**config.mk**
```make
export PLATFORM = sky130hd
export DESIGN_NAME = sscc_port
export DESIGN_NICKNAME = d
export VERILOG_FILES = /design/src/hw/sscc_pkg.sv /design/src/hw/sscc_port.sv
export VERILOG_INCLUDE_DIRS = /design/src /design/src/hw
export SDC_FILE = /design/constraint.sdc
export NUM_CORES = 1
export LEC_CHECK = 0
export BUFFER_PORTS_ARGS = -buffer_cell sky130_fd_sc_hd__buf_2
export CAP_MARGIN = 20
export CORE_ASPECT_RATIO = 1.75
export CORE_MARGIN = 4
export CORE_UTILIZATION = 56
export CTS_CLUSTER_SIZE = 30
export DETAILED_ROUTE_END_ITERATION = 10
export MAX_ROUTING_LAYER = met4
export PLACE_DENSITY = 0.78
export SYNTH_ARGS = -nofsm -noshare
export SYNTH_HDL_FRONTEND = slang
export SYNTH_HIERARCHICAL = 1
export SYNTH_SLANG_ARGS = --single-unit
```
**constraint.sdc**
```tcl
create_clock -name core_clk -period 4.4 [get_ports core_clk]
set_clock_uncertainty 0.2 [all_clocks]
set_input_delay 0.22 -clock core_clk [delete_from_list [all_inputs] [get_ports core_clk]]
set_output_delay 0.22 -clock core_clk [all_outputs]
set_load 0.02 [all_outputs]
```
**src/hw/sscc_consts.svh**
```systemverilog
// constants of the serial slave port: offsets, reset values, timing
`ifndef SSCC_CONSTS_SVH
`define SSCC_CONSTS_SVH

`define SSCC_REG_STATION 16'h0300
`define SSCC_REG_BAUD 16'h0301
`define SSCC_REG_PROTO 16'h0302
`define SSCC_REG_POLICY 16'h0303
`define SSCC_REG_TIMEOUT 16'h0304
`define SSCC_REG_RSVD 16'h0305
`define SSCC_REG_SRCMASK 16'h0306
`define SSCC_REG_DELAY 16'h0307
`define SSCC_REG_HIST0 16'h0400
`define SSCC_REG_HIST1 16'h0401
`define SSCC_REG_HIST2 16'h0402
`define SSCC_REG_SOFTIN 16'h0407

`define SSCC_RST_STATION 8'h01
`define SSCC_RST_BAUD 3'h1
`define SSCC_RST_PROTO 4'h0

`define SSCC_STATION_MIN 16'h0001
`define SSCC_STATION_MAX 16'h00fe
`define SSCC_BAUD_MAX 16'h0005
`define SSCC_PROTO_MAX 16'h0008
`define SSCC_POLICY_MAX 16'h0001
`define SSCC_TIMEOUT_MAX 16'h0014
`define SSCC_MASK_MAX 16'h003f
`define SSCC_DELAY_MAX 16'h00ff
`define SSCC_ADDR_BCAST 8'h00
`define SSCC_ADDR_AUTO 8'hff

`define SSCC_CLK_HZ 10000000
`define SSCC_CLK_NS 100
`define SSCC_BAUD_0 4800
`define SSCC_BAUD_1 9600
`define SSCC_BAUD_2 19200
`define SSCC_BAUD_3 38400
`define SSCC_BAUD_4 57600
`define SSCC_BAUD_5 115200
`define SSCC_MS_NS 1000000
`define SSCC_MS_CYCLES (`SSCC_MS_NS / `SSCC_CLK_NS)
`define SSCC_TIMEOUT_UNIT_MS 1000

`define SSCC_COMM_FAULT_CODE 16'h0011

`endif

```
**src/hw/sscc_pkg.sv**
```systemverilog
// types of the serial slave port
package sscc_pkg;

  typedef enum logic [2:0] {
    RX_IDLE, RX_START, RX_DATA, RX_PAR, RX_STOP
  } sscc_rx_t;

  typedef enum logic [1:0] {
    RQ_IDLE, RQ_WAIT
  } sscc_rq_t;

  typedef struct packed {
    logic rtu;
    logic eight;
    logic parEn;
    logic parOdd;
    logic twoStop;
  } sscc_fmt_t;

  typedef struct packed {
    logic rxS1;
    logic rxS2;
    logic [5:0] dinS1;
    logic [5:0] dinS2;
    sscc_rx_t rxState;
    logic [11:0] rxCnt;
    logic [2:0] rxBit;
    logic [7:0] rxShift;
    logic rxPar;
    logic rxErr;
    logic txBusy;
    logic [11:0] txCnt;
    logic [11:0] txFrame;
    logic [3:0] txLeft;
    logic txPin;
    logic [7:0] stationAddr;
    logic [2:0] baudSel;
    logic [3:0] protoSel;
    logic faultPolicy;
    logic [4:0] timeoutSet;
    logic [5:0] srcMask;
    logic [7:0] replyDelay;
    logic [5:0] softIn;
    logic [15:0] hist0;
    logic [15:0] hist1;
    logic [15:0] hist2;
    logic [13:0] msCnt;
    logic [14:0] idleMs;
    logic commFault;
    logic stopDrive;
    logic [5:0] diOut;
    sscc_rq_t rqState;
    logic [13:0] rqCyc;
    logic [7:0] rqWaitMs;
    logic [15:0] rspData;
    logic rspError;
    logic rspValid;
  } sscc_state_t;

endpackage

```
**src/hw/sscc_port.sv**
```systemverilog
// serial slave port: character framing, config registers, faults, inputs
`timescale 1ns/1ns
`include "sscc_consts.svh"

module sscc_fifo #(
  parameter int WIDTH = 8,
  parameter int DEPTH = 8
) (
  input wire logic core_clk,
  input wire logic rst_n,
  input wire logic inValid,
  output logic inReady,
  input wire logic [WIDTH-1:0] inData,
  output logic outValid,
  input wire logic outReady,
  output logic [WIDTH-1:0] outData
);
  localparam int AW = $clog2(DEPTH);
  typedef struct packed {
    logic [DEPTH-1:0][WIDTH-1:0] mem;
    logic [AW:0] wp;
    logic [AW:0] rp;
  } sscc_fifo_state_t;
  sscc_fifo_state_t s, n;
  logic full;
  logic empty;

  assign full = (s.wp[AW] != s.rp[AW]) && (s.wp[AW-1:0] == s.rp[AW-1:0]);
  assign empty = (s.wp == s.rp);
  assign inReady = !full;
  assign outValid = !empty;
  assign outData = s.mem[s.rp[AW-1:0]];

  always_comb begin
    n = s;
    if (inValid && !full) begin
      n.mem[s.wp[AW-1:0]] = inData;
      n.wp = s.wp + 1'b1;
    end
    if (outReady && !empty) begin
      n.rp = s.rp + 1'b1;
    end
  end

  always_ff @(posedge core_clk or negedge rst_n) begin
    if (!rst_n) begin
      s <= '0;
    end else begin
      s <= n;
    end
  end
endmodule

// Overview of operation
// - own station address 1..254, default 1; matching requests are ours
// - address 0 is broadcast: act on it, never answer
// - address 255 is always accepted and always answered
// - baud codes 0..5 give 4800..115200 bit/s, default code 1
// - protocol codes 0..5: ASCII 7N2,7E1,7O1,8N2,8E1,8O1; default 0
// - protocol codes 6..8: RTU 8N2, 8E1, 8O1
// - format means data bits, then parity, then stop bits
// - link fault is reported; policy 1 also stops the drive
// - timeout 0..20, 0 off; idle past it raises a link fault
// - six-bit mask picks connector or link as source of each input
// - inputs with mask bit set follow the software input register
// - answer waits 0..255 ms as set, default 0
// - requests to address 255 are answered with no delay
// - three-entry read-only fault history, all zero at reset
// - software input bit 0 is input 1 up to bit 5 for input 6
module sscc_port #(
  parameter int MS_CYCLES = `SSCC_MS_CYCLES
) (
  input wire logic core_clk,
  input wire logic rst_n,
  input wire logic rxdPin,
  output logic txdPin,
  input wire logic [5:0] extDin,
  output logic [5:0] diState,
  output logic rxCharValid,
  input wire logic rxCharReady,
  output logic [7:0] rxCharData,
  input wire logic txCharValid,
  output logic txCharReady,
  input wire logic [7:0] txCharData,
  output logic rtuMode,
  input wire logic reqValid,
  output logic reqReady,
  input wire logic [7:0] reqStation,
  input wire logic reqWrite,
  input wire logic [15:0] reqReg,
  input wire logic [15:0] reqData,
  output logic rspValid,
  output logic [15:0] rspData,
  output logic rspError,
  input wire logic driveFaultEvt,
  input wire logic [15:0] driveFaultCode,
  input wire logic faultClear,
  output logic commFault,
  output logic stopDrive
);
  sscc_pkg::sscc_state_t s, n;
  sscc_pkg::sscc_fmt_t fmt;
  logic [11:0] div;
  logic [15:0] txBuilt;
  logic pushValid;
  logic pushReady;
  logic [7:0] pushData;
  logic commEvt;
  logic activity;
  logic msTick;
  logic taken;
  logic [14:0] idleLimit;

  function automatic sscc_pkg::sscc_fmt_t frameFmt(input logic [3:0] code);
    sscc_pkg::sscc_fmt_t f;
    f = '0;
    f.rtu = (code >= 4'h6);
    f.eight = (code >= 4'h3);
    case (code)
      4'h1, 4'h4, 4'h7: f.parEn = 1'b1;
      4'h2, 4'h5, 4'h8: begin
        f.parEn = 1'b1;
        f.parOdd = 1'b1;
      end
      default: f.twoStop = 1'b1;
    endcase
    return f;
  endfunction

  // cycles per bit; truncation keeps the error under 1 % at 115200
  function automatic logic [11:0] baudDiv(input logic [2:0] code);
    case (code)
      3'h0: return 12'(`SSCC_CLK_HZ / `SSCC_BAUD_0);
      3'h1: return 12'(`SSCC_CLK_HZ / `SSCC_BAUD_1);
      3'h2: return 12'(`SSCC_CLK_HZ / `SSCC_BAUD_2);
      3'h3: return 12'(`SSCC_CLK_HZ / `SSCC_BAUD_3);
      3'h4: return 12'(`SSCC_CLK_HZ / `SSCC_BAUD_4);
      default: return 12'(`SSCC_CLK_HZ / `SSCC_BAUD_5);
    endcase
  endfunction

  // returns {length, frame}; unused high bits are idle ones
  function automatic logic [15:0] buildFrame(input sscc_pkg::sscc_fmt_t f,
                                             input logic [7:0] d);
    logic [11:0] fr;
    logic [3:0] pos;
    logic p;
    fr = '1;
    fr[0] = 1'b0;
    p = f.parOdd;
    for (int i = 0; i < 8; i++) begin
      if (i < 7 || f.eight) begin
        fr[i+1] = d[i];
        p = p ^ d[i];
      end
    end
    pos = f.eight ? 4'h9 : 4'h8;
    if (f.parEn) begin
      fr[pos] = p;
      pos = pos + 4'h1;
    end
    pos = pos + (f.twoStop ? 4'h2 : 4'h1);
    return {pos, fr};
  endfunction

  function automatic logic inRange(input logic [15:0] v,
                                   input logic [15:0] lo,
                                   input logic [15:0] hi);
    return (v >= lo) && (v <= hi);
  endfunction

  sscc_fifo #(.WIDTH(8), .DEPTH(8)) rxFifo (
    .core_clk(core_clk),
    .rst_n(rst_n),
    .inValid(pushValid),
    .inReady(pushReady),
    .inData(pushData),
    .outValid(rxCharValid),
    .outReady(rxCharReady),
    .outData(rxCharData)
  );

  assign fmt = frameFmt(s.protoSel);
  assign div = baudDiv(s.baudSel);
  assign txBuilt = buildFrame(fmt, txCharData);
  assign msTick = (s.msCnt == 14'(MS_CYCLES - 1));
  assign idleLimit = 15'(s.timeoutSet * `SSCC_TIMEOUT_UNIT_MS);
  assign txCharReady = !s.txBusy;
  assign reqReady = (s.rqState == sscc_pkg::RQ_IDLE);
  assign taken = reqValid && reqReady;
  assign txdPin = s.txPin;
  assign rtuMode = fmt.rtu;
  assign diState = s.diOut;
  assign rspValid = s.rspValid;
  assign rspData = s.rspData;
  assign rspError = s.rspError;
  assign commFault = s.commFault;
  assign stopDrive = s.stopDrive;

  always_comb begin
    n = s;
    pushValid = 1'b0;
    pushData = fmt.eight ? s.rxShift : {1'b0, s.rxShift[7:1]};
    commEvt = 1'b0;
    activity = 1'b0;
    n.rxS1 = rxdPin;
    n.rxS2 = s.rxS1;
    n.dinS1 = extDin;
    n.dinS2 = s.dinS1;
    n.rspValid = 1'b0;
    n.msCnt = msTick ? '0 : s.msCnt + 1'b1;

    // receiver; the line is sampled in the middle of each bit
    if (s.rxState != sscc_pkg::RX_IDLE) begin
      n.rxCnt = s.rxCnt - 1'b1;
    end
    case (s.rxState)
      sscc_pkg::RX_IDLE: begin
        if (!s.rxS2) begin
          n.rxState = sscc_pkg::RX_START;
          n.rxCnt = div >> 1;
        end
      end
      sscc_pkg::RX_START: begin
        if (s.rxCnt == '0) begin
          n.rxCnt = div - 1'b1;
          n.rxBit = '0;
          n.rxErr = 1'b0;
          n.rxPar = fmt.parOdd;
          n.rxState = s.rxS2 ? sscc_pkg::RX_IDLE : sscc_pkg::RX_DATA;
        end
      end
      sscc_pkg::RX_DATA: begin
        if (s.rxCnt == '0) begin
          n.rxCnt = div - 1'b1;
          n.rxShift = {s.rxS2, s.rxShift[7:1]};
          n.rxPar = s.rxPar ^ s.rxS2;
          n.rxBit = s.rxBit + 1'b1;
          if (s.rxBit == (fmt.eight ? 3'h7 : 3'h6)) begin
            n.rxBit = '0;
            n.rxState = fmt.parEn ? sscc_pkg::RX_PAR : sscc_pkg::RX_STOP;
          end
        end
      end
      sscc_pkg::RX_PAR: begin
        if (s.rxCnt == '0) begin
          n.rxCnt = div - 1'b1;
          n.rxErr = s.rxPar ^ s.rxS2;
          n.rxState = sscc_pkg::RX_STOP;
        end
      end
      sscc_pkg::RX_STOP: begin
        if (s.rxCnt == '0) begin
          n.rxCnt = div - 1'b1;
          n.rxErr = s.rxErr | !s.rxS2;
          if (fmt.twoStop && s.rxBit == '0 && s.rxS2) begin
            n.rxBit = 3'h1;
          end else begin
            n.rxState = sscc_pkg::RX_IDLE;
            activity = 1'b1;
            // the line cannot be stalled, so a full queue loses the char
            if (s.rxErr || !s.rxS2 || !pushReady) begin
              commEvt = 1'b1;
            end else begin
              pushValid = 1'b1;
            end
          end
        end
      end
      default: n.rxState = sscc_pkg::RX_IDLE;
    endcase

    // transmitter shifts a prebuilt frame out, start bit first
    if (!s.txBusy) begin
      if (txCharValid) begin
        n.txBusy = 1'b1;
        n.txPin = txBuilt[0];
        n.txFrame = {1'b1, txBuilt[11:1]};
        n.txLeft = txBuilt[15:12] - 1'b1;
        n.txCnt = div - 1'b1;
      end
    end else if (s.txCnt != '0) begin
      n.txCnt = s.txCnt - 1'b1;
    end else if (s.txLeft == '0) begin
      n.txBusy = 1'b0;
      n.txPin = 1'b1;
    end else begin
      n.txPin = s.txFrame[0];
      n.txFrame = {1'b1, s.txFrame[11:1]};
      n.txLeft = s.txLeft - 1'b1;
      n.txCnt = div - 1'b1;
    end

    // register requests from the frame codec
    if (s.rqState == sscc_pkg::RQ_WAIT) begin
      n.rqCyc = s.rqCyc + 1'b1;
      if (s.rqCyc == 14'(MS_CYCLES - 1)) begin
        n.rqCyc = '0;
        n.rqWaitMs = s.rqWaitMs - 1'b1;
        if (s.rqWaitMs == 8'h01) begin
          n.rspValid = 1'b1;
          n.rqState = sscc_pkg::RQ_IDLE;
        end
      end
    end
    if (taken && (reqStation == `SSCC_ADDR_BCAST ||
                  reqStation == `SSCC_ADDR_AUTO ||
                  reqStation == s.stationAddr)) begin
      activity = 1'b1;
      n.rspData = '0;
      n.rspError = 1'b0;
      case (reqReg)
        `SSCC_REG_STATION: begin
          n.rspData = 16'(s.stationAddr);
          if (reqWrite) begin
            if (inRange(reqData, `SSCC_STATION_MIN, `SSCC_STATION_MAX))
              n.stationAddr = reqData[7:0];
            else
              n.rspError = 1'b1;
          end
        end
        `SSCC_REG_BAUD: begin
          n.rspData = 16'(s.baudSel);
          if (reqWrite) begin
            if (inRange(reqData, '0, `SSCC_BAUD_MAX))
              n.baudSel = reqData[2:0];
            else
              n.rspError = 1'b1;
          end
        end
        `SSCC_REG_PROTO: begin
          n.rspData = 16'(s.protoSel);
          if (reqWrite) begin
            if (inRange(reqData, '0, `SSCC_PROTO_MAX))
              n.protoSel = reqData[3:0];
            else
              n.rspError = 1'b1;
          end
        end
        `SSCC_REG_POLICY: begin
          n.rspData = 16'(s.faultPolicy);
          if (reqWrite) begin
            if (inRange(reqData, '0, `SSCC_POLICY_MAX))
              n.faultPolicy = reqData[0];
            else
              n.rspError = 1'b1;
          end
        end
        `SSCC_REG_TIMEOUT: begin
          n.rspData = 16'(s.timeoutSet);
          if (reqWrite) begin
            if (inRange(reqData, '0, `SSCC_TIMEOUT_MAX))
              n.timeoutSet = reqData[4:0];
            else
              n.rspError = 1'b1;
          end
        end
        `SSCC_REG_RSVD: n.rspData = '0;
        `SSCC_REG_SRCMASK: begin
          n.rspData = 16'(s.srcMask);
          if (reqWrite) begin
            if (inRange(reqData, '0, `SSCC_MASK_MAX))
              n.srcMask = reqData[5:0];
            else
              n.rspError = 1'b1;
          end
        end
        `SSCC_REG_DELAY: begin
          n.rspData = 16'(s.replyDelay);
          if (reqWrite) begin
            if (inRange(reqData, '0, `SSCC_DELAY_MAX))
              n.replyDelay = reqData[7:0];
            else
              n.rspError = 1'b1;
          end
        end
        `SSCC_REG_SOFTIN: begin
          n.rspData = 16'(s.diOut);
          if (reqWrite) begin
            if (inRange(reqData, '0, `SSCC_MASK_MAX))
              n.softIn = reqData[5:0];
            else
              n.rspError = 1'b1;
          end
        end
        `SSCC_REG_HIST0: begin
          n.rspData = s.hist0;
          n.rspError = reqWrite;
        end
        `SSCC_REG_HIST1: begin
          n.rspData = s.hist1;
          n.rspError = reqWrite;
        end
        `SSCC_REG_HIST2: begin
          n.rspData = s.hist2;
          n.rspError = reqWrite;
        end
        default: n.rspError = 1'b1;
      endcase
      if (reqStation == `SSCC_ADDR_BCAST) begin
        n.rspError = s.rspError;
        n.rspData = s.rspData;
      end else if (reqStation == `SSCC_ADDR_AUTO || s.replyDelay == '0) begin
        n.rspValid = 1'b1;
      end else begin
        n.rqState = sscc_pkg::RQ_WAIT;
        n.rqCyc = '0;
        n.rqWaitMs = s.replyDelay;
      end
    end

    // idle watchdog; fires once per silence, rearmed by traffic
    if (activity || s.timeoutSet == '0) begin
      n.idleMs = '0;
    end else if (msTick && s.idleMs != idleLimit) begin
      n.idleMs = s.idleMs + 1'b1;
      if (n.idleMs == idleLimit) begin
        commEvt = 1'b1;
      end
    end

    // a new event wins over a clear in the same cycle
    n.commFault = commEvt | (s.commFault & !faultClear);
    n.stopDrive = n.commFault & s.faultPolicy;
    if (commEvt || driveFaultEvt) begin
      n.hist2 = s.hist1;
      n.hist1 = s.hist0;
      n.hist0 = commEvt ? `SSCC_COMM_FAULT_CODE : driveFaultCode;
    end
    n.diOut = (s.srcMask & s.softIn) | (~s.srcMask & s.dinS2);
  end

  always_ff @(posedge core_clk or negedge rst_n) begin
    if (!rst_n) begin
      s <= '0;
      s.rxS1 <= 1'b1;
      s.rxS2 <= 1'b1;
      s.txPin <= 1'b1;
      s.stationAddr <= `SSCC_RST_STATION;
      s.baudSel <= `SSCC_RST_BAUD;
      s.protoSel <= `SSCC_RST_PROTO;
    end else begin
      s <= n;
    end
  end
endmodule

```
==> flow_metrics.py <==
metrics = {
    "power_and_ir_drop": {
        "power_w": 0.00647,
        "vdd.ir_drop.worst_mv": 0.369,
        "cellLeakagePower_nw": 9.57,
        "powerDensity_mw_per_mm2": 306,
    },
    "synthesis": {
        "synth-seq-area-share_pct": 43.3,
        "synth.top_cells.by_count": "307 x dfrtp_1, 135 x nand2_1, 118 x o21ai_0, 116 x nor2_1, 108 x mux2_2",
        "yosysTopAreaCell": "dfrtp_1",
        "ys.flop_type": "dfrtp_1",
        "syn-num-nets": 1904,
        "synth_area_per_cell_um2": 10.1,
        "yosys_register_bits": 312,
        "syn_inst": 1779,
        "synth-edff-count": 0,
        "synth_area_mm2": 0.0180,
        "synth_area_leaders": "dfrtp_1 43%, mux2_2 6.7%, o21ai_0 3.3%, nand2_1 2.8%, ha_1 2.5%",
        "synth_top_area_share_pct": 42.6,
        "async_reset_ff_share_pct": 100,
        "yosysMostFrequentCell": "dfrtp_1",
        "ys_types": 90,
        "ys_warn_count": 6,
    },
    "placement": {
        "hpwl_um": 32300,
        "dp.cells": 2245,
        "portBuffers": 117,
        "dp_slack_ns": -0.390,
        "place.gp.congestion": 0.960,
    },
    "sta": {
        "period_needed_ns": 4.57,
        "worst_pin_slew_ns": 1.02,
        "max_freq_mhz": 219,
        "rsz0062_at_grt": "true",
        "slew_violations": 0,
        "tns_ns": -6.16,
        "finalSetupViolations": 51,
        "hold_ws_ns": 0.0342,
        "slew_headroom_pct": 31.9,
        "period_share_pct": 104,
        "setup_slack_ns": -0.167,
        "hold_viol": 0,
    },
    "hold_path": {
        "min_to": "rspValid",
        "min_from": "reqStation[0]",
        "min_path_cells": 5,
        "holdCritPathClass": "in2reg",
    },
    "floorplan": {
        "core_area_mm2": 0.0316,
        "dieWidth_um": 144,
        "fp.dieH_um": 245,
        "die_area_mm2": 0.0352,
        "io_pins": 118,
        "fp-row-count": 86,
        "start_util_pct": 57.0,
    },
    "clock_tree": {
        "clock_path_buffers": 3,
        "clk_pin_slew_ns": 0.07,
        "cts_buffers": 29,
        "cts.sinks": 312,
        "clock_tree.root_cell": "clkbuf_16",
        "htreeDepth": 1,
        "cts_tree": "done",
        "clkLatencyLatePin_ns": 0.57,
    },
    "routing": {
        "drtIter0Drc": 1127,
        "wl_um": 46800,
        "first_pass_iters": 9,
        "vias": 14600,
        "post-route-drc-count": 0,
        "wl_per_cell_um": 19.9,
        "avgViaCountPerCell": 6.20,
        "ant_nets": 0,
    },
    "cells_and_area": {
        "seqCellArea_mm2": 0.00782,
        "fin_cells": 2353,
        "multi_input_area_mm2": 0.00976,
        "drive_gt1_share_pct": 25.5,
        "nFillCells": 2402,
        "syn2layout_area_growth_pct": 17.2,
        "fin_nets": 2058,
    },
    "setup_path": {
        "crit_type": "reg2reg",
        "reg2reg_depth": 12,
        "crit_chain": "fa_2 > fa_1 > fa_1 > ha_4 > o21ai_4 > nor4bb_1 > a211o_1 > or3_1 > a2111o_1 > o41a_1 > buf_4 > nor2b_1",
        "cp-end-kind": "flop",
        "crit_path_max_fanout": 8,
        "worstPathArrival_ns": 4.82,
        "worstSetupStartpointType": "flop",
        "r2r_end": "s[123]",
        "required_ns": 4.66,
        "cp_num_buf_inv": 1,
        "critPathSlowestCell": "fa_2",
        "r2r_slack_ns": -0.17,
        "critical-path-max-stage-delay_ns": 0.63,
        "crit_top_cell": "fa_1",
        "crit_family": "adder cells",
        "worst-path-stages": 12,
        "timing.rr.start": "s[150]",
    },
    "global_route": {
        "grt_pass1_vias": 14800,
        "overflow": 0,
        "antenna_found_initial": 1,
        "grt_start_max_net_pins": 102,
        "grtUsageTotal_pct": 27.1,
        "grt_pass1_wl_um": 75700,
    },
    "status": {
        "run_status": "finished with violations",
        "violations": "negative setup slack",
    },
    "run": {
        "drv_cap": 0,
    },
}
==> worst register-to-register path: stages (launching register included) <==
cell,delay (ns)
dfrtp_2,0.43
fa_2,0.63
fa_1,0.43
fa_1,0.60
ha_4,0.24
o21ai_4,0.17
nor4bb_1,0.07
a211o_1,0.25
or3_1,0.31
a2111o_1,0.42
o41a_1,0.43
buf_4,0.18
nor2b_1,0.13
==> placed cells by master, fill, tap and decap left out, types with 8 or more instances in the layout <==
cell,instances
inv_1,71
nand4_1,18
o21a_1,39
and2_1,9
nor2_1,115
nor3b_1,25
nand3_1,37
o21ai_1,25
mux2_2,107
clkinv_2,8
a21oi_1,59
o21ai_0,87
xor2_1,47
ha_1,31
a22o_1,15
mux2_4,25
buf_2,116
mux2i_1,35
nand2_1,135
nand2b_1,19
xnor2_1,47
a221oi_1,10
dlygate4sd3_1,46
a22oi_1,8
or3_1,25
nor4_1,18
and3_1,9
dfrtp_1,304
nor3_1,46
nor2b_1,30
o21ai_2,8
fa_1,9
a31oi_1,35
mux4_2,10
buf_4,74
clkbuf_16,29
o311ai_2,23
buf_6,10
o22ai_1,9
==> kinds of logic after synthesis <==
logic type,count (synthesis),synth area share (%)
AND/OR/NAND/NOR,532,15.2
AO/OA/AOI/OAI,404,14.9
flip-flops,312,43.3
buffers and inverters,202,5.00
multiplexers,183,12.8
XOR/XNOR,100,5.13
adder cells (fa/ha/maj),46,3.61
==> power breakdown <==
group | total [W] | internal, W | switching, W
Clock | 0.00258 | 0.00144 | 0.00114
Combinational | 0.000762 | 0.000347 | 0.000416
Sequential | 0.00313 | 0.00299 | 0.000136
Total | 0.00647 | 0.00478 | 0.00169
==> state kept, by name, indices dropped and copies added (netlist names) <==
signal / count
s: 206
rxFifo/s: 72
rspData: 16
n: 7
diState: 6
commFault: 1
rspError: 1
rspValid: 1
stopDrive: 1
txdPin: 1
==> worst max-delay path by stage <==
| stage | from | end | slack (ns) |
|---|---|---|---|
| after floorplan | s[151] | s[120] | -0.13 |
| after global placement | s[151] | s[88] | -0.28 |
| after detailed placement | s[151] | s[104] | -0.39 |
| after CTS | s[150] | s[123] | -0.19 |
| after global routing | s[151] | s[118] | -0.30 |
| final | s[150] | s[123] | -0.17 |
==> layout make-up <==
cell class | count | area share, %
multi-input cells | 1265 | 46.2
diodes | 1 | 0.0118
inverters | 73 | 1.30
flip-flops and latches | 312 | 37.0
repair buffers | 252 | 8.61
well taps | 396 | 2.34
clock inverters | 16 | 0.716
clock buffers | 38 | 3.88
==> timing repair <==
item / CTS / global route
hold buffers: 46 / 0
pin swaps: 15 / 12
gates resized for setup: 61 / 49
endpoints found under the setup margin: 63 / 64
hold endpoints to repair: 179 / 0
setup buffers: 5 / 3
==> routing by layer <==
metal,share of wire (%),routed length [um],track usage (%),vias up
met5,0,0,-,-
met2,53,24900,47.9,457
met1,37,17500,30.8,7228
met3,4.5,2110,2.69,139
li1,-,-,-,6758
met4,5.0,2320,12.1,0
==> through the flow <==
stage	instance area, um^2	utilization [%]
6_report	21100	66.8
5_1_grt	21100	66.8
4_1_cts	21000	66.3
3_5_place_dp	19200	60.8
3_3_place_gp	19200	60.8
2_1_floorplan	18100	-
(Power assumes the default switching activity.)
